File: config.mk
export PLATFORM = sky130hd
export DESIGN_NAME = idle_power_manager
export DESIGN_NICKNAME = d
export VERILOG_FILES = /design/src/shared/idle_power_pkg.sv /design/src/idle_power_manager.sv
export VERILOG_INCLUDE_DIRS = /design/src /design/src/shared
export SDC_FILE = /design/constraint.sdc
export NUM_CORES = 1
export LEC_CHECK = 0
export ABC_AREA = 0
export BUFFER_PORTS_ARGS = -buffer_cell sky130_fd_sc_hd__buf_4
export CELL_PAD_IN_SITES_DETAIL_PLACEMENT = 0
export CELL_PAD_IN_SITES_GLOBAL_PLACEMENT = 1
export CORE_MARGIN = 2
export CORE_UTILIZATION = 43
export CTS_BUF_LIST = sky130_fd_sc_hd__clkbuf_4 sky130_fd_sc_hd__clkbuf_8
export DETAILED_ROUTE_END_ITERATION = 12
export PLACE_DENSITY_LB_ADDON = 0.1
export SETUP_SLACK_MARGIN = 0.5
export SLEW_MARGIN = 20
export SYNTH_ARGS = -nofsm -noshare
export SYNTH_HDL_FRONTEND = slang
export SYNTH_SLANG_ARGS = --single-unit
File: constraint.sdc
create_clock -name clk_sys -period 2 [get_ports clk_sys]
set_input_delay 0.2 -clock clk_sys [delete_from_list [all_inputs] [get_ports clk_sys]]
set_output_delay 0.2 -clock clk_sys [all_outputs]
set_load 0.1 [all_outputs]
File: src/shared/idle_power_manager_map.svh
// Offsets, field positions and timing constants of the idle power manager
//
// Functional notes
// - Idle past interval stops pump and drivers
// - Idle interval lies between fifteen and sixty seconds
// - Any driver or receiver transition wakes pump and drivers outside legacy mode
// - Legacy mode sleeps on float, wakes on cable
// - Receivers stay enabled during idle standby
// - Power-down input low disables receiver outputs
// - Monitor receiver output stays active always
// - Cable-live high when any receiver sees line
// - Cable-live identical in both power modes
// - Force-active input overrides idle timeout
// - Driver activity wakes pump without line voltage
// - Pump phases cycle in fixed four-step order
// - Pump pauses while both rails are regulated
// - Running pump phase clock exceeds seventy kilohertz
// - Cable-live loopback gives wake and forced shutdown
// - Any shutdown stops pump and disables drivers
`ifndef IDLE_POWER_MANAGER_MAP_SVH
`define IDLE_POWER_MANAGER_MAP_SVH

// Clock and timing
`define CLK_MHZ 100
`define IDLE_S 30
`define IDLE_MIN_S 15
`define IDLE_MAX_S 60
`define TICK_MS 1
`define TICK_CYC (`CLK_MHZ * 1000 * `TICK_MS)
`define IDLE_TICKS (`IDLE_S * 1000 / `TICK_MS)
`define PUMP_MIN_KHZ 70
`define PUMP_KHZ 100
`define PUMP_PHASE_CYC (`CLK_MHZ * 1000 / (`PUMP_KHZ * 4))

// Register byte offsets
`define REG_CTRL 8'h00
`define REG_STATE 8'h04
`define REG_IRQ_STAT 8'h08
`define REG_IRQ_MASK 8'h0c

// Control fields
`define CTRL_FORCE 0
`define CTRL_LEGACY 1
`define CTRL_PDOWN 2
`define CTRL_RESET 3'h0

// State fields
`define ST_PUMP 0
`define ST_DRV 1
`define ST_CABLE 2
`define ST_STBY 3
`define ST_SHUT 4

// Interrupt fields
`define IRQ_STANDBY 0
`define IRQ_WAKE 1
`define IRQ_CABLE 2
`define IRQ_SHUT 3
`define IRQ_RESET 4'h0

`endif

File: src/shared/idle_power_pkg.sv
// Types shared by the idle power manager
package idle_power_pkg;

  // Power state, one-hot
  typedef enum logic [2:0] {
    ST_ACTIVE   = 3'b001,
    ST_STANDBY  = 3'b010,
    ST_SHUTDOWN = 3'b100
  } pwr_state_t;

  // Charge pump phase, one-hot
  typedef enum logic [3:0] {
    PH_NCHG  = 4'b0001,
    PH_NXFER = 4'b0010,
    PH_PCHG  = 4'b0100,
    PH_PXFER = 4'b1000
  } pump_phase_t;

  // Synchronised control pins
  typedef struct packed {
    logic online;
    logic shutdown_n;
    logic vpos_ok;
    logic vneg_ok;
  } ctl_pins_t;

endpackage

File: src/idle_power_manager.sv
// Idle power manager with charge pump sequencer and Wishbone registers
`timescale 1ns/1ps
`default_nettype none
`include "idle_power_manager_map.svh"

module idle_power_manager
  import idle_power_pkg::*;
#(
  parameter int N_DRV = 3,
  parameter int N_RX = 5,
  parameter int TICK_CYCLES = `TICK_CYC,
  parameter int IDLE_TICKS = `IDLE_TICKS
) (
  input wire logic clk_sys,
  input wire logic rst_n,
  input wire logic wb_cyc_i,
  input wire logic wb_stb_i,
  input wire logic wb_we_i,
  input wire logic [7:0] wb_adr_i,
  input wire logic [3:0] wb_sel_i,
  input wire logic [31:0] wb_dat_i,
  output logic [31:0] wb_dat_o,
  output logic wb_ack_o,
  input wire logic [N_DRV-1:0] driver_input,
  input wire logic [N_RX-1:0] receiver_input,
  input wire logic [N_RX-1:0] rx_above_thr,
  input wire logic online,
  input wire logic shutdown_n,
  input wire logic vpos_ok,
  input wire logic vneg_ok,
  output logic drv_en,
  output logic pump_en,
  output logic [3:0] pump_phase,
  output logic [N_RX-1:0] rx_out,
  output logic rx_out_en,
  output logic monitor_rx_out,
  output logic cable_live,
  output logic irq
);

  // ----------------------------------------
  // Local sizes
  // ----------------------------------------
  localparam int SW = N_DRV + 2 * N_RX + 4;
  localparam int TW = $clog2(TICK_CYCLES);
  localparam int IW = $clog2(IDLE_TICKS + 1);
  localparam int PW = $clog2(`PUMP_PHASE_CYC);
  localparam logic [TW-1:0] TICK_LAST = TW'(TICK_CYCLES - 1);
  localparam logic [IW-1:0] IDLE_END = IW'(IDLE_TICKS);
  localparam logic [PW-1:0] PH_LAST = PW'(`PUMP_PHASE_CYC - 1);

  // ----------------------------------------
  // Pin synchronisers
  // ----------------------------------------
  logic [SW-1:0] pins_raw; // All asynchronous inputs
  logic [SW-1:0] meta_q; // First stage, read only by sync_q
  logic [SW-1:0] sync_q; // Second stage, safe to use
  logic [N_DRV+N_RX-1:0] prev_q; // Last driver and receiver sample
  ctl_pins_t ctl_s; // Synchronised control pins
  logic [N_DRV-1:0] drv_s; // Synchronised driver inputs
  logic [N_RX-1:0] rx_s; // Synchronised receiver levels
  logic [N_RX-1:0] thr_s; // Synchronised threshold detectors
  logic activity; // Any monitored input changed
  logic cable_now; // Any receiver beyond line threshold

  assign pins_raw = {driver_input, receiver_input, rx_above_thr,
                     online, shutdown_n, vpos_ok, vneg_ok};

  // Two flops, then one more for edge compare
  always_ff @(posedge clk_sys or negedge rst_n) begin
    if (!rst_n) begin
      meta_q <= '0;
      sync_q <= '0;
      prev_q <= '0;
    end else begin
      meta_q <= pins_raw;
      sync_q <= meta_q;
      prev_q <= sync_q[SW-1:N_RX+4];
    end
  end

  assign drv_s = sync_q[SW-1 -: N_DRV];
  assign rx_s = sync_q[2*N_RX+3 -: N_RX];
  assign thr_s = sync_q[N_RX+3 -: N_RX];
  assign ctl_s = sync_q[3:0];
  // Transitions on driver or receiver levels
  assign activity = |(sync_q[SW-1:N_RX+4] ^ prev_q);
  assign cable_now = |thr_s;

  // ----------------------------------------
  // Register file state
  // ----------------------------------------
  logic [2:0] ctrl_q; // Force, legacy, power-down bits
  logic [3:0] irq_stat_q; // Sticky events
  logic [3:0] irq_mask_q; // Interrupt enables
  logic [3:0] irq_ev; // Events this cycle
  logic [3:0] irq_clr; // Write-one-to-clear bits
  logic wb_req; // New bus request
  logic wb_wr; // Write with low lane enabled

  assign wb_req = wb_cyc_i && wb_stb_i && !wb_ack_o;
  assign wb_wr = wb_req && wb_we_i && wb_sel_i[0];

  // ----------------------------------------
  // Mode decode
  // ----------------------------------------
  logic force_sd; // Manual power-down request
  logic force_on; // Force-active request
  logic legacy; // Cable-detect emulation mode

  // Pin low or software bit forces shutdown
  assign force_sd = !ctl_s.shutdown_n || ctrl_q[`CTRL_PDOWN];
  assign force_on = ctl_s.online || ctrl_q[`CTRL_FORCE];
  assign legacy = ctrl_q[`CTRL_LEGACY];

  // ----------------------------------------
  // Idle timer on a slow tick
  // ----------------------------------------
  logic [TW-1:0] tick_cnt_q; // Cycles within one tick
  logic [IW-1:0] idle_cnt_q; // Idle ticks so far
  logic idle_done; // Interval reached
  pwr_state_t state_q; // Present power state
  pwr_state_t state_d; // Next power state

  // Restart on activity or outside active state
  always_ff @(posedge clk_sys or negedge rst_n) begin
    if (!rst_n) begin
      tick_cnt_q <= '0;
      idle_cnt_q <= '0;
    end else if (activity || state_q != ST_ACTIVE) begin
      tick_cnt_q <= '0;
      idle_cnt_q <= '0;
    end else if (tick_cnt_q == TICK_LAST) begin
      tick_cnt_q <= '0;
      // Saturate at the interval
      if (idle_cnt_q != IDLE_END) begin
        idle_cnt_q <= idle_cnt_q + 1'b1;
      end
    end else begin
      tick_cnt_q <= tick_cnt_q + 1'b1;
    end
  end

  assign idle_done = (idle_cnt_q == IDLE_END);

  // ----------------------------------------
  // Power state machine
  // ----------------------------------------
  // Mode transitions, then overrides by priority
  always_comb begin
    state_d = state_q;
    case (state_q)
      ST_ACTIVE: begin
        // Idle interval elapsed; a transition in the same cycle wins
        if (idle_done && !activity) begin
          state_d = ST_STANDBY;
        end
      end
      ST_STANDBY: begin
        // Wake on any transition
        if (activity) begin
          state_d = ST_ACTIVE;
        end
      end
      ST_SHUTDOWN: begin
        // Released from shutdown
        state_d = ST_ACTIVE;
      end
      default: begin
        state_d = ST_ACTIVE;
      end
    endcase
    // Legacy mode follows cable presence only
    if (legacy) begin
      state_d = cable_now ? ST_ACTIVE : ST_STANDBY;
    end
    // Force-active beats idle
    if (force_on) begin
      state_d = ST_ACTIVE;
    end
    // Manual shutdown beats everything
    if (force_sd) begin
      state_d = ST_SHUTDOWN;
    end
  end

  // State register
  always_ff @(posedge clk_sys or negedge rst_n) begin
    if (!rst_n) begin
      state_q <= ST_ACTIVE;
    end else begin
      state_q <= state_d;
    end
  end

  // ----------------------------------------
  // Line-side outputs
  // ----------------------------------------
  logic drv_en_q; // Drivers powered
  logic pump_en_q; // Charge pump allowed
  logic rx_en_q; // Receiver outputs enabled
  logic [N_RX-1:0] rx_out_q; // Receiver data
  logic mon_q; // Monitor receiver data
  logic cable_q; // Cable-live level

  // Enables follow the next state
  always_ff @(posedge clk_sys or negedge rst_n) begin
    if (!rst_n) begin
      drv_en_q <= 1'b0;
      pump_en_q <= 1'b0;
      rx_en_q <= 1'b0;
    end else begin
      drv_en_q <= (state_d == ST_ACTIVE);
      pump_en_q <= (state_d == ST_ACTIVE);
      rx_en_q <= (state_d != ST_SHUTDOWN);
    end
  end

  // Receiver data, monitor and cable-live in every mode
  always_ff @(posedge clk_sys or negedge rst_n) begin
    if (!rst_n) begin
      rx_out_q <= '0;
      mon_q <= 1'b0;
      cable_q <= 1'b0;
    end else begin
      rx_out_q <= rx_s;
      mon_q <= rx_s[1];
      cable_q <= cable_now;
    end
  end

  // ----------------------------------------
  // Charge pump sequencer
  // ----------------------------------------
  pump_phase_t phase_q; // Present pump phase
  pump_phase_t phase_nx; // Following phase
  logic [PW-1:0] ph_cnt_q; // Cycles in present phase
  logic pump_need; // A rail is below regulation

  assign pump_need = pump_en_q && !(ctl_s.vpos_ok && ctl_s.vneg_ok);

  // Fixed order; fourth phase returns to the first
  always_comb begin
    case (phase_q)
      PH_NCHG: phase_nx = PH_NXFER;
      PH_NXFER: phase_nx = PH_PCHG;
      PH_PCHG: phase_nx = PH_PXFER;
      PH_PXFER: phase_nx = PH_NCHG;
      default: phase_nx = PH_NCHG;
    endcase
  end

  // Step only while a rail needs charge
  always_ff @(posedge clk_sys or negedge rst_n) begin
    if (!rst_n) begin
      phase_q <= PH_NCHG;
      ph_cnt_q <= '0;
    end else if (!pump_en_q) begin
      phase_q <= PH_NCHG;
      ph_cnt_q <= '0;
    end else if (pump_need) begin
      // Phase length sets the pump rate
      if (ph_cnt_q == PH_LAST) begin
        ph_cnt_q <= '0;
        phase_q <= phase_nx;
      end else begin
        ph_cnt_q <= ph_cnt_q + 1'b1;
      end
    end
  end

  // ----------------------------------------
  // Interrupts
  // ----------------------------------------
  // Entry into standby, wake, cable change, shutdown
  assign irq_ev[`IRQ_STANDBY] = (state_d == ST_STANDBY) &&
                                (state_q != ST_STANDBY);
  assign irq_ev[`IRQ_WAKE] = (state_d == ST_ACTIVE) &&
                             (state_q != ST_ACTIVE);
  assign irq_ev[`IRQ_CABLE] = (cable_now != cable_q);
  assign irq_ev[`IRQ_SHUT] = (state_d == ST_SHUTDOWN) &&
                             (state_q != ST_SHUTDOWN);
  assign irq_clr = (wb_wr && wb_adr_i == `REG_IRQ_STAT) ?
                   wb_dat_i[3:0] : 4'h0;

  // Sticky bits; a new event beats a clear
  always_ff @(posedge clk_sys or negedge rst_n) begin
    if (!rst_n) begin
      irq_stat_q <= `IRQ_RESET;
    end else begin
      irq_stat_q <= (irq_stat_q & ~irq_clr) | irq_ev;
    end
  end

  // Level output from the masked status
  logic irq_q; // Interrupt line
  always_ff @(posedge clk_sys or negedge rst_n) begin
    if (!rst_n) begin
      irq_q <= 1'b0;
    end else begin
      irq_q <= |(irq_stat_q & irq_mask_q);
    end
  end

  // ----------------------------------------
  // Wishbone slave
  // ----------------------------------------
  logic ack_q; // One-cycle acknowledge
  logic [31:0] rdat_q; // Read data

  // Writable registers
  always_ff @(posedge clk_sys or negedge rst_n) begin
    if (!rst_n) begin
      ctrl_q <= `CTRL_RESET;
      irq_mask_q <= `IRQ_RESET;
    end else if (wb_wr) begin
      if (wb_adr_i == `REG_CTRL) begin
        ctrl_q <= wb_dat_i[2:0];
      end
      if (wb_adr_i == `REG_IRQ_MASK) begin
        irq_mask_q <= wb_dat_i[3:0];
      end
    end
  end

  // Acknowledge and read data, zero when unmapped
  always_ff @(posedge clk_sys or negedge rst_n) begin
    if (!rst_n) begin
      ack_q <= 1'b0;
      rdat_q <= '0;
    end else begin
      ack_q <= wb_req;
      if (wb_req && !wb_we_i) begin
        case (wb_adr_i)
          `REG_CTRL: rdat_q <= {29'h0, ctrl_q};
          `REG_STATE: rdat_q <= {27'h0, state_q == ST_SHUTDOWN,
                                 state_q == ST_STANDBY, cable_q,
                                 drv_en_q, pump_en_q};
          `REG_IRQ_STAT: rdat_q <= {28'h0, irq_stat_q};
          `REG_IRQ_MASK: rdat_q <= {28'h0, irq_mask_q};
          default: rdat_q <= 32'h0;
        endcase
      end else begin
        rdat_q <= 32'h0;
      end
    end
  end

  // ----------------------------------------
  // Output wiring
  // ----------------------------------------
  assign wb_ack_o = ack_q;
  assign wb_dat_o = rdat_q;
  assign drv_en = drv_en_q;
  assign pump_en = pump_en_q;
  assign pump_phase = phase_q;
  assign rx_out = rx_out_q;
  assign rx_out_en = rx_en_q;
  assign monitor_rx_out = mon_q;
  assign cable_live = cable_q;
  assign irq = irq_q;
endmodule
`default_nettype wire

==> results.json <==
{
  "status": "finished clean",
  "ff2ff_path_depth": 7,
  "ys_seq_elements": 110,
  "final.setup_skew_ns": 0.00954,
  "dp_cells": 608,
  "crit_fanout": 3,
  "p_clk_share_pct": 30.3,
  "worstPathArrival_ns": 2.19,
  "drt_wl_total_mm": 9.27,
  "critical_path.max_stage_delay_ns": 0.41,
  "numPortBuffers": 55,
  "fillCellCount": 920,
  "post-route-period-util_pct": 96.1,
  "rows": 38,
  "drc": 0,
  "die_area_um2": 12100,
  "synth-seq-area-share_pct": 57.3,
  "path_cells": "xor2_1 > nor4_2 > nand4_2 > nor3_2 > a311oi_2 > buf_4 > a22o_1",
  "hold_violations": 0,
  "cts_buffer_depth": 2,
  "netlist.area_leader.share_pct": 56.2,
  "p_per_area_nw_per_um2": 713,
  "chipWidth_um": 110,
  "grt_pass1_wl_mm": 15.0,
  "drt_iter0_markers": 138,
  "first_pass_iters": 4,
  "synthSimpleGateAreaFrac_pct": 16.9,
  "ys_top_cells_by_area": "dfrtp_1 56%, xor2_1 5.8%, buf_4 5.1%, nor2_1 3.9%, nand2_1 2.7%",
  "setup_violations": 0,
  "critPathBufInv": 1,
  "antenna_found_initial": 0,
  "final_nets": 596,
  "p_sw_share_pct": 33.0,
  "syn_area_per_cell_um2": 11.7,
  "leakage_nw": 2.77,
  "tritoncts": "yes",
  "crit_path_start_kind": "register",
  "crit_type": "register to register",
  "io_pins": 114,
  "synthAdderAreaFrac_pct": 1.30,
  "num_antenna_cells": 0,
  "peakVddDrop_mv": 0.655,
  "switchingPower_mw": 1.48,
  "cts_buffers": 9,
  "maxSlewViolCount": 0,
  "timing.final.ws_setup_ns": 0.0781,
  "post-place-ws_ns": 0.0281,
  "synth_ff_type": "dfrtp_1",
  "worstPathRequired_ns": 2.27,
  "cap_violations": 0,
  "fin_crit_ns": 1.92,
  "synth-xor-area-share_pct": 7.46,
  "initial_core_util_pct": 44.2,
  "yosysUniqueCellTypes": 54,
  "min_path_cells": 2,
  "routedWlPerCell_um": 13.8,
  "p_comb_share_pct": 17.1,
  "synth_edf_count": 0,
  "fin_cells": 670,
  "h-tree-depth": 3,
  "syn_to_final_growth_pct": 31.1,
  "yosysWarnings": 0,
  "share_seq_of_total_power_pct": 52.6,
  "vias": 3260,
  "place.gp.congestion": 0.762,
  "syn_inst": 413,
  "cts_root_buf": "clkbuf_8",
  "dp_hpwl_mm": 5.85,
  "grt_overflow": 0,
  "end_kind": "register",
  "yosysTopAreaCell": "dfrtp_1",
  "cp_num_cells": 7,
  "grt_pass1_vias": 3201,
  "cts.sinks": 110,
  "async_flop_share_pct": 100,
  "core_area_um2": 10900,
  "rsz0062_at_grt": "yes",
  "syn-cell-area_um2": 4810,
  "worst_pin_slew_ns": 0.649,
  "slew_headroom_pct": 56.8,
  "cp_top_family": "simple AND/OR/NAND/NOR gates",
  "fmax_mhz": 520,
  "grtUsageTotal_pct": 16.2,
  "synth_top_family_by_area": "simple AND/OR/NAND/NOR gates",
  "synthTopCellsByCount": "108 x dfrtp_1, 50 x nor2_1, 34 x nand2_1",
  "synth.most_common_cell": "dfrtp_1",
  "die-height_um": 110,
  "grt_start_max_net_pins": 52,
  "drive_above_1_share_pct": 36.2,
  "muxShareOfSynthArea_pct": 3.28,
  "crit_slowest_cell": "dfrtp_1",
  "clk_latency_ns": 0.38,
  "p_int_mw": 3.01,
  "ant_nets": 0,
  "synth_compound_area_share_pct": 6.11,
  "min_path_type": "input port to register",
  "viasPerCell": 4.87,
  "clkTransAtPathRegs_ns": 0.12
}
==> worst paths after layout <==
path	from	endpoint	slack [ns]
max	sync_q[14]	irq_stat_q[1]	0.08
min	wb_dat_i[3]	irq_mask_q[3]	0.06
max reg2reg	sync_q[14]	irq_stat_q[1]	0.08
min reg2reg	meta_q[6]	sync_q[6]	0.36
max in group asynchronous	rst_n	meta_q[5]	0.98
min in group asynchronous	rst_n	meta_q[0]	0.38
==> power groups by stage <==
stage / Clock (mW) / Sequential, mW / Combinational (mW)
floorplan: 0 / 2.55 / 0.424
finish: 1.36 / 2.37 / 0.769
global placement: 0 / 2.40 / 0.698
detailed placement: 0 / 2.41 / 0.703
CTS: 1.41 / 2.36 / 0.748
global route: 1.52 / 2.38 / 0.812
==> area by class of cell <==
type,count,area (um2),area share [%]
clock inverter,7,83.8,1.33
inverter,8,30.0,0.476
sequential,110,2770,43.9
multi-input combinational,278,2090,33.1
tap,140,175,2.78
timing repair buffer,118,1030,16.4
clock buffer,9,124,1.96
==> per-stage QoR <==
step                hold slack [ns]  TNS, ns  power [mW]  utilization (%)  cell area [um2]
finish                       0.0634        0        4.50             57.9             6310
floorplan                   -0.0956        0        2.98                -             5050
CTS                          0.0376        0        4.52             55.6             6050
global placement              0.272        0        3.10             50.2             5460
detailed placement            0.277        0        3.11             50.2             5460
global route                 0.0367  -0.0411        4.71             57.9             6310
==> kinds of logic (layout without fill, tap and decap cells) <==
kind of cell	after synthesis	count (layout)
compound gates	36	36
xor+xnor	41	41
fa+ha+maj	5	5
buf+inv	51	142
flops	110	110
mux	11	11
other cells	1	27
simple gates	158	158
==> cell usage in the layout, fill, tap and decap left out, types with 4 or more instances in the layout <==
master / n
dfrtp_1: 101
buf_4: 92
nor2_1: 42
xor2_1: 32
nand2_1: 32
conb_1: 27
dlygate4sd3_1: 18
nand3_1: 9
clkbuf_8: 9
inv_1: 8
xnor2_1: 8
o21ai_2: 8
nor3_1: 7
mux2_4: 7
nor2_4: 5
nor2b_1: 5
or3_1: 5
and3_1: 5
buf_12: 5
nor3b_1: 4
a21oi_1: 4
nand4_1: 4
o21ai_0: 4
dfrtp_2: 4
==> per-layer routing <==
layer	vias up	share of wire [%]	track usage, %
met2	70	51	26.5
met5	-	0	0
met4	0	1.4	5.70
li1	1567	-	-
met1	1613	44	20.9
met3	10	3.7	4.09
==> flip-flops by register name, indices dropped and copies added (netlist names) <==
name,cells
sync_q,17
idle_cnt_q,15
pump_phase,4
meta_q,17
rx_out_en,1
tick_cnt_q,17
rx_out,4
irq_stat_q,4
cable_live,1
state_q,3
wb_dat_o,5
prev_q,4
irq_mask_q,4
irq,1
ph_cnt_q,8
ctrl_q,3
wb_ack_o,1
pump_en,1
==> what timing repair did <==
| item | CTS | global route |
|---|---|---|
| buffers inserted | 14 | 12 |
| setup endpoints to repair | 50 | 55 |
| gates resized for setup | 11 | 32 |
| cloned | 1 | 1 |
| hold endpoints to repair | 62 | 0 |
| pin swaps | 4 | 20 |
| hold buffers | 18 | 0 |
No activity file was read; power rests on OpenSTA's default activity.
